**src/common/ssp_pkg.sv**
```systemverilog
// Constants, types and decode helpers of the synchronous serial port
package ssp_pkg;

  // Register byte offsets
  localparam logic [7:0] SSP_ADR_CTRL = 8'h00;
  localparam logic [7:0] SSP_ADR_STAT = 8'h04;
  localparam logic [7:0] SSP_ADR_DLO = 8'h08;
  localparam logic [7:0] SSP_ADR_DHI = 8'h0C;
  localparam logic [7:0] SSP_ADR_IRQ = 8'h10;

  // Control register fields
  localparam int SSP_C_HI = 6;
  localparam int SSP_C_LO = 5;
  localparam int SSP_C_OD = 4;
  localparam int SSP_C_EXT = 3;
  localparam int SSP_C_PRE = 0;
  localparam int SSP_C_PRE_W = 3;

  // Status register fields; reserved ones read as the fixed pattern
  localparam int SSP_S_SOL = 6;
  localparam int SSP_S_OVR = 5;
  localparam int SSP_S_START = 0;
  localparam logic [7:0] SSP_STAT_RSVD = 8'h9C;

  // Interrupt register fields
  localparam int SSP_I_REQ = 0;
  localparam int SSP_I_EN = 1;

  // Word lengths in bits
  localparam logic [4:0] SSP_W8 = 5'h08;
  localparam logic [4:0] SSP_W16 = 5'h10;

  localparam logic [31:0] SSP_ZERO32 = 32'h0000_0000;

  typedef enum logic {SSP_IDLE = 1'b0, SSP_BUSY = 1'b1} ssp_state_t;

  typedef struct packed {
    logic mode_hi;
    logic mode_lo;
    logic open_drain;
    logic clock_source_select;
    logic [SSP_C_PRE_W-1:0] prescale;
  } ssp_ctrl_t;

  typedef struct packed {
    logic sck_o;
    logic sck_oe_n;
    logic so_o;
    logic so_oe_n;
  } ssp_pins_t;

  // Half period minus one, in system clocks, per prescale code
  function automatic logic [8:0] ssp_half_m1(input logic [2:0] sel);
    case (sel)
      3'h0: ssp_half_m1 = 9'h1FF;
      3'h1: ssp_half_m1 = 9'h07F;
      3'h2: ssp_half_m1 = 9'h01F;
      3'h3: ssp_half_m1 = 9'h00F;
      3'h4: ssp_half_m1 = 9'h007;
      3'h5: ssp_half_m1 = 9'h003;
      3'h6: ssp_half_m1 = 9'h001;
      default: ssp_half_m1 = 9'h000;
    endcase
  endfunction

endpackage

```
**src/rtl/ssp_core.sv**
```systemverilog
// Synchronous serial port with APB register slave
`timescale 1ns/100ps

module ssp_core
  import ssp_pkg::*;
(
  input wire logic sys_clk,
  input wire logic rstn,
  input wire logic clk_en,
  input wire logic psel,
  input wire logic penable,
  input wire logic pwrite,
  input wire logic [7:0] paddr,
  input wire logic [31:0] pwdata,
  output logic [31:0] prdata,
  output logic pready,
  output logic pslverr,
  input wire logic serial_clock_pin_i,
  input wire logic serial_in_pin_i,
  output ssp_pins_t serial_pins,
  output logic irq
);

  typedef struct packed {
    ssp_state_t state;
    ssp_ctrl_t ctrl;
    logic [15:0] dat;
    logic [4:0] cnt;
    logic [8:0] pre;
    logic sck;
    logic so;
    logic ovr;
    logic ovr_seen;
    logic done_seen;
    logic irq_req;
    logic irq_en;
    logic irq;
    logic sck_s1;
    logic sck_s2;
    logic sck_prev;
    logic si_s1;
    logic si_s2;
    logic pready;
    logic pslverr;
    logic [31:0] prdata;
    ssp_pins_t pins;
  } ssp_st_t;

  ssp_st_t st_r;
  ssp_st_t st_nxt;
  logic ext;
  logic cont;
  logic act;
  logic tick;
  logic fall_ev;
  logic rise_ev;
  logic done_now;
  logic ovr_now;
  logic acc;
  logic wr;
  logic [4:0] width;

  always_comb
  begin
    st_nxt = st_r;
    ext = st_r.ctrl.clock_source_select;
    cont = st_r.ctrl.mode_hi & ~st_r.ctrl.mode_lo & ~ext;
    act = (st_r.state == SSP_BUSY) | cont;
    width = st_r.ctrl.mode_lo ? SSP_W16 : SSP_W8;
    tick = 1'b0;
    done_now = 1'b0;
    ovr_now = 1'b0;
    // Pins are asynchronous to sys_clk
    st_nxt.sck_s1 = serial_clock_pin_i;
    st_nxt.sck_s2 = st_r.sck_s1;
    st_nxt.sck_prev = st_r.sck_s2;
    st_nxt.si_s1 = serial_in_pin_i;
    st_nxt.si_s2 = st_r.si_s1;

    if (act & ~ext)
    begin
      if (st_r.pre == ssp_half_m1(st_r.ctrl.prescale))
      begin
        st_nxt.pre = '0;
        st_nxt.sck = ~st_r.sck;
        tick = 1'b1;
      end
      else
        st_nxt.pre = st_r.pre + 9'h001;
    end
    else
    begin
      st_nxt.pre = '0;
      st_nxt.sck = 1'b1;
    end
    // External edges show up three clocks late; slow peers only
    fall_ev = ext ? (st_r.sck_prev & ~st_r.sck_s2) : (tick & st_r.sck);
    rise_ev = ext ? (~st_r.sck_prev & st_r.sck_s2) : (tick & ~st_r.sck);

    if (st_r.state == SSP_BUSY)
    begin
      if (fall_ev)
        st_nxt.so = st_r.dat[0];
      if (rise_ev)
      begin
        // Received bit enters at the top as sent bits leave the bottom
        if (st_r.ctrl.mode_lo)
          st_nxt.dat = {st_r.si_s2, st_r.dat[15:1]};
        else
          st_nxt.dat[7:0] = {st_r.si_s2, st_r.dat[7:1]};
        st_nxt.cnt = st_r.cnt + 5'h01;
        if (st_r.cnt == width - 5'h01)
        begin
          st_nxt.state = SSP_IDLE;
          done_now = 1'b1;
          st_nxt.done_seen = 1'b1;
        end
      end
    end
    // Once a word is done, a stray external pulse only flags overrun
    else if (ext & st_r.done_seen & rise_ev)
      ovr_now = 1'b1;
    if (ovr_now)
      st_nxt.ovr = 1'b1;
    if (done_now)
      st_nxt.irq_req = 1'b1;

    // One wait state: data is prepared in the first access cycle
    acc = psel & penable & ~st_r.pready;
    wr = psel & penable & st_r.pready & pwrite;
    st_nxt.pready = acc;
    st_nxt.pslverr = 1'b0;
    if (acc)
    begin
      st_nxt.prdata = SSP_ZERO32;
      unique case (paddr)
        SSP_ADR_CTRL: st_nxt.prdata[6:0] = st_r.ctrl;
        SSP_ADR_STAT:
        begin
          st_nxt.prdata[7:0] = SSP_STAT_RSVD;
          st_nxt.prdata[SSP_S_SOL] = st_r.so;
          st_nxt.prdata[SSP_S_OVR] = st_r.ovr;
          st_nxt.prdata[SSP_S_START] = (st_r.state == SSP_BUSY);
          if (~pwrite & st_r.ovr)
            st_nxt.ovr_seen = 1'b1;
        end
        SSP_ADR_DLO: st_nxt.prdata[7:0] = st_r.dat[7:0];
        SSP_ADR_DHI: st_nxt.prdata[7:0] = st_r.dat[15:8];
        SSP_ADR_IRQ:
        begin
          st_nxt.prdata[SSP_I_REQ] = st_r.irq_req;
          st_nxt.prdata[SSP_I_EN] = st_r.irq_en;
        end
        default: st_nxt.pslverr = 1'b1;
      endcase
    end

    if (wr)
    begin
      unique case (paddr)
        SSP_ADR_CTRL:
        begin
          st_nxt.ctrl = pwdata[6:0];
          st_nxt.state = SSP_IDLE;
          st_nxt.cnt = '0;
          st_nxt.pre = '0;
          st_nxt.sck = 1'b1;
        end
        SSP_ADR_STAT:
        begin
          // Level and start are ignored mid-transfer
          if (st_r.state == SSP_IDLE)
          begin
            st_nxt.so = pwdata[SSP_S_SOL];
            if (pwdata[SSP_S_START])
            begin
              st_nxt.state = SSP_BUSY;
              st_nxt.cnt = '0;
              st_nxt.pre = '0;
              st_nxt.done_seen = 1'b0;
            end
          end
          if (~pwdata[SSP_S_OVR] & st_r.ovr_seen & ~ovr_now)
          begin
            st_nxt.ovr = 1'b0;
            st_nxt.ovr_seen = 1'b0;
          end
        end
        SSP_ADR_DLO: st_nxt.dat[7:0] = pwdata[7:0];
        SSP_ADR_DHI: st_nxt.dat[15:8] = pwdata[7:0];
        SSP_ADR_IRQ:
        begin
          st_nxt.irq_req = (st_r.irq_req & pwdata[SSP_I_REQ]) | done_now;
          st_nxt.irq_en = pwdata[SSP_I_EN];
        end
        default: ;
      endcase
    end

    st_nxt.irq = st_r.irq_req & st_r.irq_en;
    st_nxt.pins.sck_o = st_nxt.sck;
    st_nxt.pins.sck_oe_n = st_nxt.ctrl.clock_source_select;
    st_nxt.pins.so_o = st_nxt.so;
    // Open drain releases the pin for a high level
    st_nxt.pins.so_oe_n = st_nxt.ctrl.open_drain & st_nxt.so;
  end

  // Reset parks the clock pin high, its idle level
  always_ff @(posedge sys_clk or negedge rstn)
  begin
    if (!rstn)
    begin
      st_r <= '0;
      st_r.sck <= 1'b1;
      st_r.pins.sck_o <= 1'b1;
    end
    else if (clk_en)
      st_r <= st_nxt;
  end

  assign prdata = st_r.prdata;
  assign pready = st_r.pready;
  assign pslverr = st_r.pslverr;
  assign serial_pins = st_r.pins;
  assign irq = st_r.irq;
endmodule

```
**config.mk**
```make
export PLATFORM = sky130hd
export DESIGN_NAME = ssp_core
export DESIGN_NICKNAME = d
export VERILOG_FILES = /design/src/common/ssp_pkg.sv /design/src/rtl/ssp_core.sv
export SDC_FILE = /design/constraint.sdc
export NUM_CORES = 1
export LEC_CHECK = 0
export BUFFER_PORTS_ARGS = -buffer_cell sky130_fd_sc_hd__clkbuf_2
export CORE_MARGIN = 1
export CORE_UTILIZATION = 35
export CTS_BUF_LIST = sky130_fd_sc_hd__clkbuf_2 sky130_fd_sc_hd__clkbuf_4 sky130_fd_sc_hd__clkbuf_8
export CTS_CLUSTER_SIZE = 28
export DETAILED_ROUTE_END_ITERATION = 8
export PLACE_DENSITY = 0.53
export RECOVER_POWER = 100
export SETUP_SLACK_MARGIN = 0.2
export SLEW_MARGIN = 0
export SYNTH_ARGS = -nofsm -noshare
export SYNTH_HDL_FRONTEND = slang
export SYNTH_SLANG_ARGS = --single-unit
```
**constraint.sdc**
```tcl
create_clock -name sys_clk -period 2.9 [get_ports sys_clk]
set_clock_uncertainty 0.05 [all_clocks]
set_input_delay 0.435 -clock sys_clk [delete_from_list [all_inputs] [get_ports sys_clk]]
set_output_delay 0.435 -clock sys_clk [all_outputs]
set_load 0.01 [all_outputs]
```
After elaboration in Yosys (flattened, before gate mapping)
Index checks and enable logic that the tools add are counted.
{"block": "totals", "ff_bits": 62, "input_bits": 48}
{"block": "classes", "bitwise_logic": 30, "n_addsub": 3, "eq_ne": 12, "n_mux": 54, "n_reduce_logical": 6}
{"op": "$pmux W9 S7", "n": 1}
{"op": "$mux W45", "n": 1}
{"op": "$mux W21", "n": 2}
{"op": "$mux W33", "n": 1}
{"op": "$mux W8", "n": 4}
{"op": "$mux W1", "n": 30}
{"op": "$mux W14", "n": 2}
{"op": "$pmux W14 S2", "n": 1}
{"op": "$pmux W5 S4", "n": 1}
{"op": "$and A1 B1 Y1", "n": 19}
{"op": "$mux W9", "n": 2}
{"op": "$eq A8 B4 Y1 const B", "n": 2}
{"op": "$mux W10", "n": 1}
{"op": "$pmux W2 S5", "n": 1}
{"op": "$add A9 B1 Y9 const B", "n": 1}
{"op": "$eq A3 B3 Y1 const B", "n": 3}
{"op": "$eq A9 B9 Y1", "n": 1}
{"op": "$not A1 Y1", "n": 9}
{"op": "$eq A8 B3 Y1 const B", "n": 1}
{"op": "$eq A8 B5 Y1 const B", "n": 1}
{"op": "$logic_not A8 Y1", "n": 1}
{"op": "$mux W7", "n": 1}
{"op": "$eq A3 B2 Y1 const B", "n": 2}
{"op": "$reduce_and A3 Y1", "n": 2}
{"op": "other kinds (13)", "n": 15}

Logic depth before layout (Yosys ltp)
Gate-level depths: netlist of run 1.
{"block": "depth", "word_depth": 20, "ltp_mapped": 8}

Worst setup path after synthesis of run 1
OpenSTA, ideal clock, no wires.
{"block": "synth_timing", "kind": "register to register", "startpoint": "register st_r[82] (netlist bit)", "endpoint": "register st_r[72] (netlist bit)", "t_arrival_ps": 2167, "setup_time_ps": 80, "path_stages_with_launch": 8, "path_buffers": 1, "slack_ps": 603, "path_cell_list": "dfrtp_1 > buf_4 > nor3_2 > mux2_2 > or4_1 > or3_4 > and4b_1 > nor3_2"}
{"block": "synth_between", "elab_chain_len": 12, "word_cells_on_any_way": 18, "cone_classes": "7 x eq/ne; 9 x mux; 1 x bitwise; 1 x reduce/logical"}
{"element": "start, declared", "line_no": "ssp_core.sv:49", "source": "ssp_st_t st_r;"}
{"element": "start signal, assigned", "line_no": "ssp_core.sv:218", "source": "st_r <= st_nxt;"}
{"element": "$eq A3 B3 Y1, or another cell as far along", "line_no": "ssp_pkg.sv:54", "source": "case (sel)"}
{"element": "$pmux W9 S7 (*)", "line_no": "ssp_pkg.sv:54"}
{"element": "$mux W9 (*)", "line_no": "ssp_core.sv:80", "source": "if (act & ~ext)"}
{"element": "$eq A9 B9 Y1 (*)", "line_no": "ssp_core.sv:82", "source": "if (st_r.pre == ssp_half_m1(st_r.ctrl.prescale))"}
{"element": "$mux W1 (*)", "line_no": "ssp_core.sv:82"}
{"element": "$mux W1 (*)", "line_no": "ssp_core.sv:80"}
{"element": "$and A1 B1 Y1 (*)", "line_no": "ssp_core.sv:98", "source": "rise_ev = ext ? (~st_r.sck_prev & st_r.sck_s2) : (tick & ~st_r.sck);"}
{"element": "$mux W1 (*)", "line_no": "ssp_core.sv:98"}
{"element": "$mux W21 (*)", "line_no": "ssp_core.sv:104", "source": "if (rise_ev)"}
{"element": "$mux W21 (*)", "line_no": "ssp_core.sv:100", "source": "if (st_r.state == SSP_BUSY)"}
{"element": "$mux W8", "line_no": "ssp_core.sv:160", "source": "unique case (paddr)"}
{"element": "$mux W45 (*)", "line_no": "ssp_core.sv:158", "source": "if (wr)"}
Every way passes the cells marked *; elsewhere a longest branch is shown, timed or not. The select of a mux whose other input is x is not followed.
A chain may end at the register's enable or synchronous reset.

Worst setup path in the final report of run 1
{"block": "layout_timing", "startpoint": "register st_r[83] (netlist bit)", "endpoint": "register st_r[72] (netlist bit)"}
The elaborated chain is that of the path after synthesis.

==> results of run 1 <==
-- synth_stat cells, types with 2 or more instances --
| cell type | count |
|---|---|
| o211ai_1 | 2 |
| a31oi_1 | 3 |
| a21oi_1 | 19 |
| mux2_2 | 19 |
| nor3_1 | 11 |
| and3b_1 | 2 |
| nor4_1 | 3 |
| nand4_1 | 7 |
| o311a_1 | 3 |
| nor3_2 | 3 |
| nor2_1 | 26 |
| xor2_1 | 3 |
| o22a_1 | 8 |
| a22oi_1 | 2 |
| nor2b_1 | 2 |
| o2bb2ai_1 | 3 |
| buf_1 | 2 |
| a22o_1 | 3 |
| inv_1 | 9 |
| a21o_1 | 5 |
| nand3_1 | 17 |
| ha_1 | 2 |
| nand2b_1 | 5 |
| o221a_2 | 7 |
| xnor2_1 | 4 |
| o21ai_2 | 2 |
| nand2_1 | 25 |
| dfrtp_1 | 61 |
| o221ai_1 | 4 |
| or3_1 | 9 |
| buf_4 | 39 |
| mux2i_1 | 5 |
| mux4_2 | 3 |
| clkbuf_1 | 10 |
| o21ai_0 | 15 |
| buf_2 | 2 |
| and3_1 | 6 |
| o31a_1 | 5 |
| and2_1 | 2 |
| nor3b_1 | 3 |
| o31ai_1 | 2 |
-- logic make-up after synthesis --
group / Yosys count / share of synthesized area (%)
mux: 27 / 8.71
buf+inv: 63 / 10.1
fa+ha+maj: 3 / 0.921
xor+xnor: 7 / 1.61
compound gates: 97 / 19.4
other cells: 1 / 0.0986
flops: 62 / 40.8
simple gates: 130 / 18.3
-- metrics by stage --
stage / cells / hold WS [ns] / total power [mW] / utilization, %
2_1_floorplan: 413 / 0.0894 / 1.11 / -
5_1_grt: 562 / 0.278 / 2.14 / 39.9
3_5_place_dp: 546 / 0.423 / 1.17 / 38.3
4_1_cts: 562 / 0.235 / 2.08 / 40.6
6_report: 562 / 0.278 / 2.05 / 39.9
3_3_place_gp: 546 / 0.420 / 1.16 / 38.3
-- path summary, 6_finish.rpt --
check / startpoint / endpoint / slack (ns) / cells after the start
setup / recovery: st_r[83] / st_r[72] / 0.31 / 6
hold reg to reg: prdata[2] / prdata[2] / 0.43 / 2
max in group asynchronous: rstn / st_nxt[38] / 1.36 / 2
min in group asynchronous: rstn / prdata[4] / 0.50 / 2
hold / removal: serial_clock_pin_i / st_nxt[41] / 0.28 / 2
setup reg to reg: st_r[83] / st_r[72] / 0.31 / 6
-- state kept, by name, summed over array words and instances, names as in the netlist --
name and count:
irq 1, st_nxt 3, pready 1, st_r 44
pslverr 1, serial_pins 4, prdata 8
-- power by group --
group          leakage, nW  switching (mW)  internal [mW]
registers            0.832          0.0513          0.902
logic                0.844           0.116         0.0771
clock network        0.123           0.341          0.563
-- worst max-delay path, stage by stage, from the launching register on --
cell and delay (ns):
dfrtp_1 0.52, nor3_1 0.36, mux2_1 0.41, or4_1 0.40, or3_1 0.37, and4b_1 0.22
nor3_2 0.17
-- metal layers --
metal | GRT usage (%) | share of wire, %
met1 | 24.3 | 45
met3 | 2.76 | 4.0
met5 | 0 | 0
met4 | 7.04 | 2.0
met2 | 29.0 | 49
-- final cells by class --
type	count	area share (%)
multi-input cells	288	46.2
flip-flops and latches	62	37.4
repair buffers	50	5.69
clock buffers	13	4.15
well taps	136	4.09
clock inverters	3	1.57
inverters	10	0.903
==> results.ini, run 1 <==
[sta]
tightest_slew_ns=1.56
finalCritPeriodShare_pct=89.3
setup-violations-final=0
period_needed_ns=2.59
slew_headroom_pct=-3.93
timing.final.max_slew_violations=63
fin_ws_ns=0.312
grt_setup_unrepaired=no
tns_ns=0
timing.fmax_mhz=386
finalHoldViolCount=0

[floorplan]
initial_utilization_pct=36.5
fp-row-count=37
core-area_mm2=0.0104
chipHeight_um=106
design.portCount=87
fp.dieW_um=106
dieArea_mm2=0.0113

[routing]
drt_iter0_drc=234
post_drt_via_cell_ratio=5.45
routed_wl_um=9480
detail_route.wl_per_cell_um=16.9
vias=3064
ant_nets=0
dr.pass1.iters=4
drc_errors=0

[logic_synthesis]
yosysTopAreaCellShare_pct=40.1
avgSynthCellArea_um2=9.76
synth_area_leaders=dfrtp_1 40%, buf_4 7.7%, mux2_2 5.6%
seq_area_frac_synth_pct=40.8
syn-cell-area_mm2=0.00380
async_flop_share_pct=100
yosysWarnings=0
synth_edf_count=0
synth_top_area_cell=dfrtp_1
syn_inst=390
ys_ff_latch=62
ys_types=68
synth-main-ff-cell=dfrtp_1

[placed_design]
io_buffers=38
dp_hpwl_um=6840
placed_cell_area_mm2=0.00399
gp_congestion=0.785
dpl_worst_slack_ns=0.471

[cells_and_area]
area_delta_synth_final_pct=9.24
fin_area_mm2=0.00416
multi_input_area_mm2=0.00192
nFillCells=1074
layout.cells.most_common_list=61 x dfrtp_1, 26 x nor2_1, 25 x nand2_1
drive_gt1_share_pct=18.8
diodes=0
final_nets=471
layout_commonest_cell=dfrtp_1
regArea_mm2=0.00155

[global_route]
grt_max_degree=63
grt_pass1_vias=2966
grt_usage_pct=18.1
antenna_found_initial=0
grt_pass1_wl_um=15700
grt_overflow=0

[worst_setup_path]
cp-start-kind=flip-flop
cp_data_required_time_ns=3.11
cp-end-kind=flip-flop
worstSetupPathType=reg -> reg
crit_fanout=11
worst_ep_arrival_time_ns=2.80

[status]
status=finished with violations
failed_checks=capacitance limit, slew limit

[clock_network]
cts-buffers-inserted=9
root_buffer=clkbuf_8
cts_hold_buf=0
clk_latency_ns=0.35
clkSlewWorstSetupHoldPaths_ns=0.07
cts.htree.levels=3
cts_tree=done
cts_sinks=62
clock_path_buffers=2
post_cts_buffers=0
cts_resized=0

[job]
drv_cap=1

[pwr]
vdd_drop_max_mv=0.237
p_leak_nw=1.80
powerDensity_mw_per_mm2=493

[min_path]
hp-class=in -> reg

Power figures use the tool's default switching activity.
==> run 2: changes to the inputs <==
Settings changed: BUFFER_PORTS_ARGS -buffer_cell sky130_fd_sc_hd__clkbuf_2 to -buffer_cell sky130_fd_sc_hd__buf_2.
==> run 2 against run 1 <==
  * The flow still finishes with violations (capacitance limit, slew limit)
  * Cell count shrank 0.36%
  * Total power is 6.5% lower
  * Die area unchanged
  * Core utilization down 0.41 points
  * Critical path depth unchanged
  * Flip-flop and latch count stayed put
  * Routed wire length grew 1.8%
  * Non-clock buffer count down 1
  * Design area fell by 1.0%
  * Critical path type unchanged
  * Largest cell class unchanged
==> results.ini, run 2 (synthesis results as in run 1) <==
[sta]
finalCritPeriodShare_pct=90.2
timing.fmax_mhz=382
grt_setup_unrepaired=no
period_needed_ns=2.62
finalHoldViolCount=0
setup-violations-final=0
tightest_slew_ns=1.63
slew_headroom_pct=-8.73
timing.final.max_slew_violations=30
tns_ns=0

[worst_setup_path]
cp_data_required_time_ns=3.12
cp-start-kind=flip-flop
crit_fanout=11
cp_slowest_cell=dfrtp_1
reg2reg_slack_ns=0.28
reg2regPathDepth=6
worstSetupPathType=reg -> reg
worst_ep_arrival_time_ns=2.83
timing.rr.start=st_r[83]
r2r_end=st_r[72]
cp-end-kind=flip-flop
max_stage_delay_ns=0.52
crit_chain=nor3_1 -> mux2_1 -> or4_1 -> or3_4 -> and4b_1 -> nor3_2

[min_path]
hp-class=in -> reg
min_from=serial_in_pin_i
hold_end=st_nxt[38]
hold_path_depth=2

[status]
failed_checks=capacitance limit, slew limit
status=finished with violations

[clock_network]
clk_latency_ns=0.35
cts-buffers-inserted=9
cts_sinks=62
cts_tree=done
clkSlewWorstSetupHoldPaths_ns=0.07
cts_hold_buf=0
clock_path_buffers=2
cts_resized=0
root_buffer=clkbuf_8
cts.htree.levels=3
post_cts_buffers=0

[routing]
ant_nets=0
detail_route.wl_per_cell_um=17.2
post_drt_via_cell_ratio=5.44
dr.pass1.iters=4
drc_errors=0
routed_wl_um=9650
drt_iter0_drc=210
vias=3047

[pwr]
powerDensity_mw_per_mm2=466
vdd_drop_max_mv=0.199
total_power_mw=1.92
p_leak_nw=1.77

[floorplan]
design.portCount=87
dieArea_mm2=0.0113
chipHeight_um=106
fp.dieW_um=106
fp-row-count=37
core-area_mm2=0.0104
initial_utilization_pct=36.5

[placed_design]
dp_hpwl_um=6920
io_buffers=38
gp_congestion=0.784

[cells_and_area]
regMostFlops=st_r
area_delta_synth_final_pct=8.12
multi_input_area_mm2=0.00193
diodes=0
layout_commonest_cell=dfrtp_1
layout.cells.most_common_list=61 x dfrtp_1, 26 x nor2_1, 25 x nand2_1
regArea_mm2=0.00155
drive_gt1_share_pct=18.9
largest_reg_flops=44
final_nets=470
nFillCells=1088

[global_route]
grt_max_degree=35
antenna_found_initial=0
grt_pass1_wl_um=16200
grt_pass1_vias=3060
grt_usage_pct=18.6
grt_overflow=0

[job]
drv_cap=1

run 2: changes by cell type in the layout (fill, tap and decap cells not counted), sizes merged:
cell / delta
clkinvlp: +1
clkinv: +1
clkbuf: -26
bufinv: -1
buf: +23
run 2: final cells by class:
class / instances / share of cell area [%]
multi-input cells: 288 / 46.8
well taps: 136 / 4.14
clock inverters: 4 / 1.16
repair buffers: 49 / 5.72
inverters: 10 / 0.912
flip-flops and latches: 62 / 37.7
clock buffers: 11 / 3.53
run 2: critical path, delay by kind of cell (launching register included):
kind | cells | cell delay [ns]
DFF | 1 | 0.52
muxes | 1 | 0.42
and+or+nand+nor | 5 | 1.55
run 2: worst max path at each step:
stage                        start        to  slack [ns]  depth (start not counted)
after floorplan           st_r[82]  st_r[72]        0.60                          7
after global placement    st_r[83]  st_r[76]        0.47                          6
after detailed placement  st_r[83]  st_r[72]        0.45                          6
after CTS                 st_r[83]  st_r[72]        0.39                          6
after global routing      st_r[83]  st_r[53]        0.13                          6
final                     st_r[83]  st_r[72]        0.28                          6
run 2: metal layers:
| metal | routed length [um] | track usage (%) | up-vias |
|---|---|---|---|
| li1 | - | - | 1447 |
| met1 | 4420 | 25.3 | 1503 |
| met2 | 4620 | 29.1 | 85 |
| met3 | 430 | 3.07 | 12 |
| met4 | 176 | 7.94 | 0 |
| met5 | 0 | 0 | - |
run 2: per-stage QoR:
step                setup WS (ns)  std cells  cell area [um2]  hold WS [ns]  utilization (%)
floorplan                   0.603        413             3890        0.0894                -
global placement            0.468        545             4000         0.414             38.4
detailed placement          0.453        545             4000         0.416             38.4
CTS                         0.395        560             4190        0.0898             40.2
global route                0.133        560             4110         0.272             39.5
finish                      0.284        560             4110         0.271             39.5
run 2: power breakdown:
| group | switching [mW] | total (mW) | internal [mW] |
|---|---|---|---|
| clock | 0.344 | 0.766 | 0.422 |
| combinational | 0.118 | 0.195 | 0.0777 |
| sequential | 0.0532 | 0.955 | 0.901 |
==> run 3: changes to the inputs <==
Settings changed: GPL_TIMING_DRIVEN from default to 0, SETUP_SLACK_MARGIN 0.2 to 0.4.
==> run 3 against run 2 <==
  * The run still ends with capacitance limit, slew limit left
  * Fmax rose by 2.6%
  * Highest routed layer unchanged
  * Cell count grew 7.5%
  * First-iteration DRC count is 8.6% lower
  * Die area stayed put
  * Sequential share of layout area is 2.5 points lower
  * Count of clock-buffer cells in the layout unchanged
  * Worst setup slack improved by 0.065 ns
  * Routed wire length is 4.2% higher
  * Total power shrank 2.2%
==> results.ini, run 3 (synthesis results as in run 1) <==
[status]
status=finished with violations
failed_checks=capacitance limit, slew limit

[routing]
drc_errors=0
routed_wl_um=10100
ant_nets=0
post_drt_via_cell_ratio=5.36
dr.pass1.iters=4
vias=3224
drt_iter0_drc=192
detail_route.wl_per_cell_um=16.7

[clock_network]
cts_hold_buf=0
cts-buffers-inserted=9
clkSlewWorstSetupHoldPaths_ns=0.08
cts_sinks=62
cts_tree=done
clk_latency_ns=0.35
root_buffer=clkbuf_8
cts.htree.levels=3
clock_path_buffers=2

[sta]
finalCritPeriodShare_pct=88.0
timing.final.max_slew_violations=63
grt_setup_unrepaired=yes
tightest_slew_ns=1.58
fin_hold_ws_ns=0.261
setup-violations-final=0
finalHoldViolCount=0
period_needed_ns=2.55
slew_headroom_pct=-5.32
timing.fmax_mhz=392

[cells_and_area]
layout.cells.most_common_list=61 x dfrtp_1, 38 x buf_4, 25 x clkbuf_1, 25 x nor2_1, 25 x nand2_1
nFillCells=1052
area_delta_synth_final_pct=15.8
regMostFlops=st_r
diodes=0
largest_reg_flops=44
drive_gt1_share_pct=25.3
fin_cells=602
layout_commonest_cell=dfrtp_1
final_nets=512

[global_route]
antenna_found_initial=0
grt_max_degree=63
grt_pass1_wl_um=16400
grt_pass1_vias=3076
grt_usage_pct=19.1
grt_overflow=0

[min_path]
hold_path_depth=2
min_from=serial_clock_pin_i
hp-class=in -> reg
hold_end=st_nxt[41]

[worst_setup_path]
r2r_end=st_r[72]
crit_family=simple AND/OR/NAND/NOR gates
path_buf_inv=1
cp-start-kind=flip-flop
crit_fanout=10
worstSetupPathType=reg -> reg
cp_slowest_cell=mux2_1
cp-end-kind=flip-flop
reg2regPathDepth=7
crit_chain=buf_4 -> nor3_1 -> mux2_1 -> or4_1 -> or3_1 -> and4b_1 -> nor3_2
timing.rr.start=st_r[82]
cp_data_required_time_ns=3.12
worst_ep_arrival_time_ns=2.77
max_stage_delay_ns=0.41
reg2reg_slack_ns=0.35

[floorplan]
design.portCount=87
core-area_mm2=0.0104
chipHeight_um=106
initial_utilization_pct=36.5
fp-row-count=37
fp.dieW_um=106
dieArea_mm2=0.0113

[pwr]
total_power_mw=1.87
p_leak_nw=1.98
vdd_drop_max_mv=0.183
powerDensity_mw_per_mm2=425

[placed_design]
dp_cells=586
dp_hpwl_um=7300
io_buffers=37
gp_congestion=0.859

[job]
drv_cap=1

## run 3: cell count changes in the layout (fill, tap and decap cells not counted), sizes merged
cell / previous run / this run
buf: 28 / 61
clkinv: 3 / 4
bufinv: 1 / 0
clkbuf: 32 / 41
## run 3: repair_timing
item,in CTS,in global routing
gates resized for setup,2,7
setup endpoints to repair,13,29
buffers inserted,0,1
pin swaps,0,1
## run 3: area by class of cell
class | instances | area, um2 | share of cell area, %
Buffer | 53 | 350 | 7.95
Clock buffer | 11 | 151 | 3.44
Clock inverter | 4 | 22.5 | 0.511
Inverter | 10 | 37.5 | 0.852
Multi-Input combinational cell | 288 | 1950 | 44.2
Sequential cell | 62 | 1550 | 35.2
Tap cell | 136 | 170 | 3.86
Timing Repair Buffer | 38 | 174 | 3.95
## run 3: layer usage
metal	vias to the layer above	GRT usage (%)	routed length, um
li1	1533	-	-
met1	1598	25.4	4640
met2	78	30.6	4840
met3	15	4.29	416
met4	0	6.65	154
met5	-	0	0
## run 3: stage by stage
| stage | setup TNS [ns] | cell area, um2 | utilization [%] | worst slack (ns) |
|---|---|---|---|---|
| finish | 0 | 4410 | 42.3 | 0.349 |
| global placement | -0.0310 | 4250 | 40.8 | -0.00874 |
| global route | 0 | 4410 | 42.3 | 0.192 |
| floorplan | 0 | 3890 | - | 0.603 |
| detailed placement | -0.0138 | 4250 | 40.8 | -0.00836 |
| CTS | 0 | 4440 | 42.6 | 0.431 |
## run 3: worst max path at each step
stage                  start  endpoint  slack, ns  cells past startpoint
floorplan           st_r[82]  st_r[72]       0.60                      7
global placement    paddr[7]  st_r[82]     -0.009                      7
detailed placement  paddr[7]  st_r[82]     -0.008                      7
CTS                 paddr[7]  st_r[76]       0.43                      8
global route        st_r[82]  st_r[76]       0.19                      7
finish              st_r[82]  st_r[72]       0.35                      7
## run 3: where the power goes
| part | switching, mW | leakage, nW | internal, mW |
|---|---|---|---|
| Clock | 0.347 | 0.0910 | 0.347 |
| Sequential | 0.0420 | 0.832 | 0.901 |
| Combinational | 0.133 | 1.05 | 0.104 |
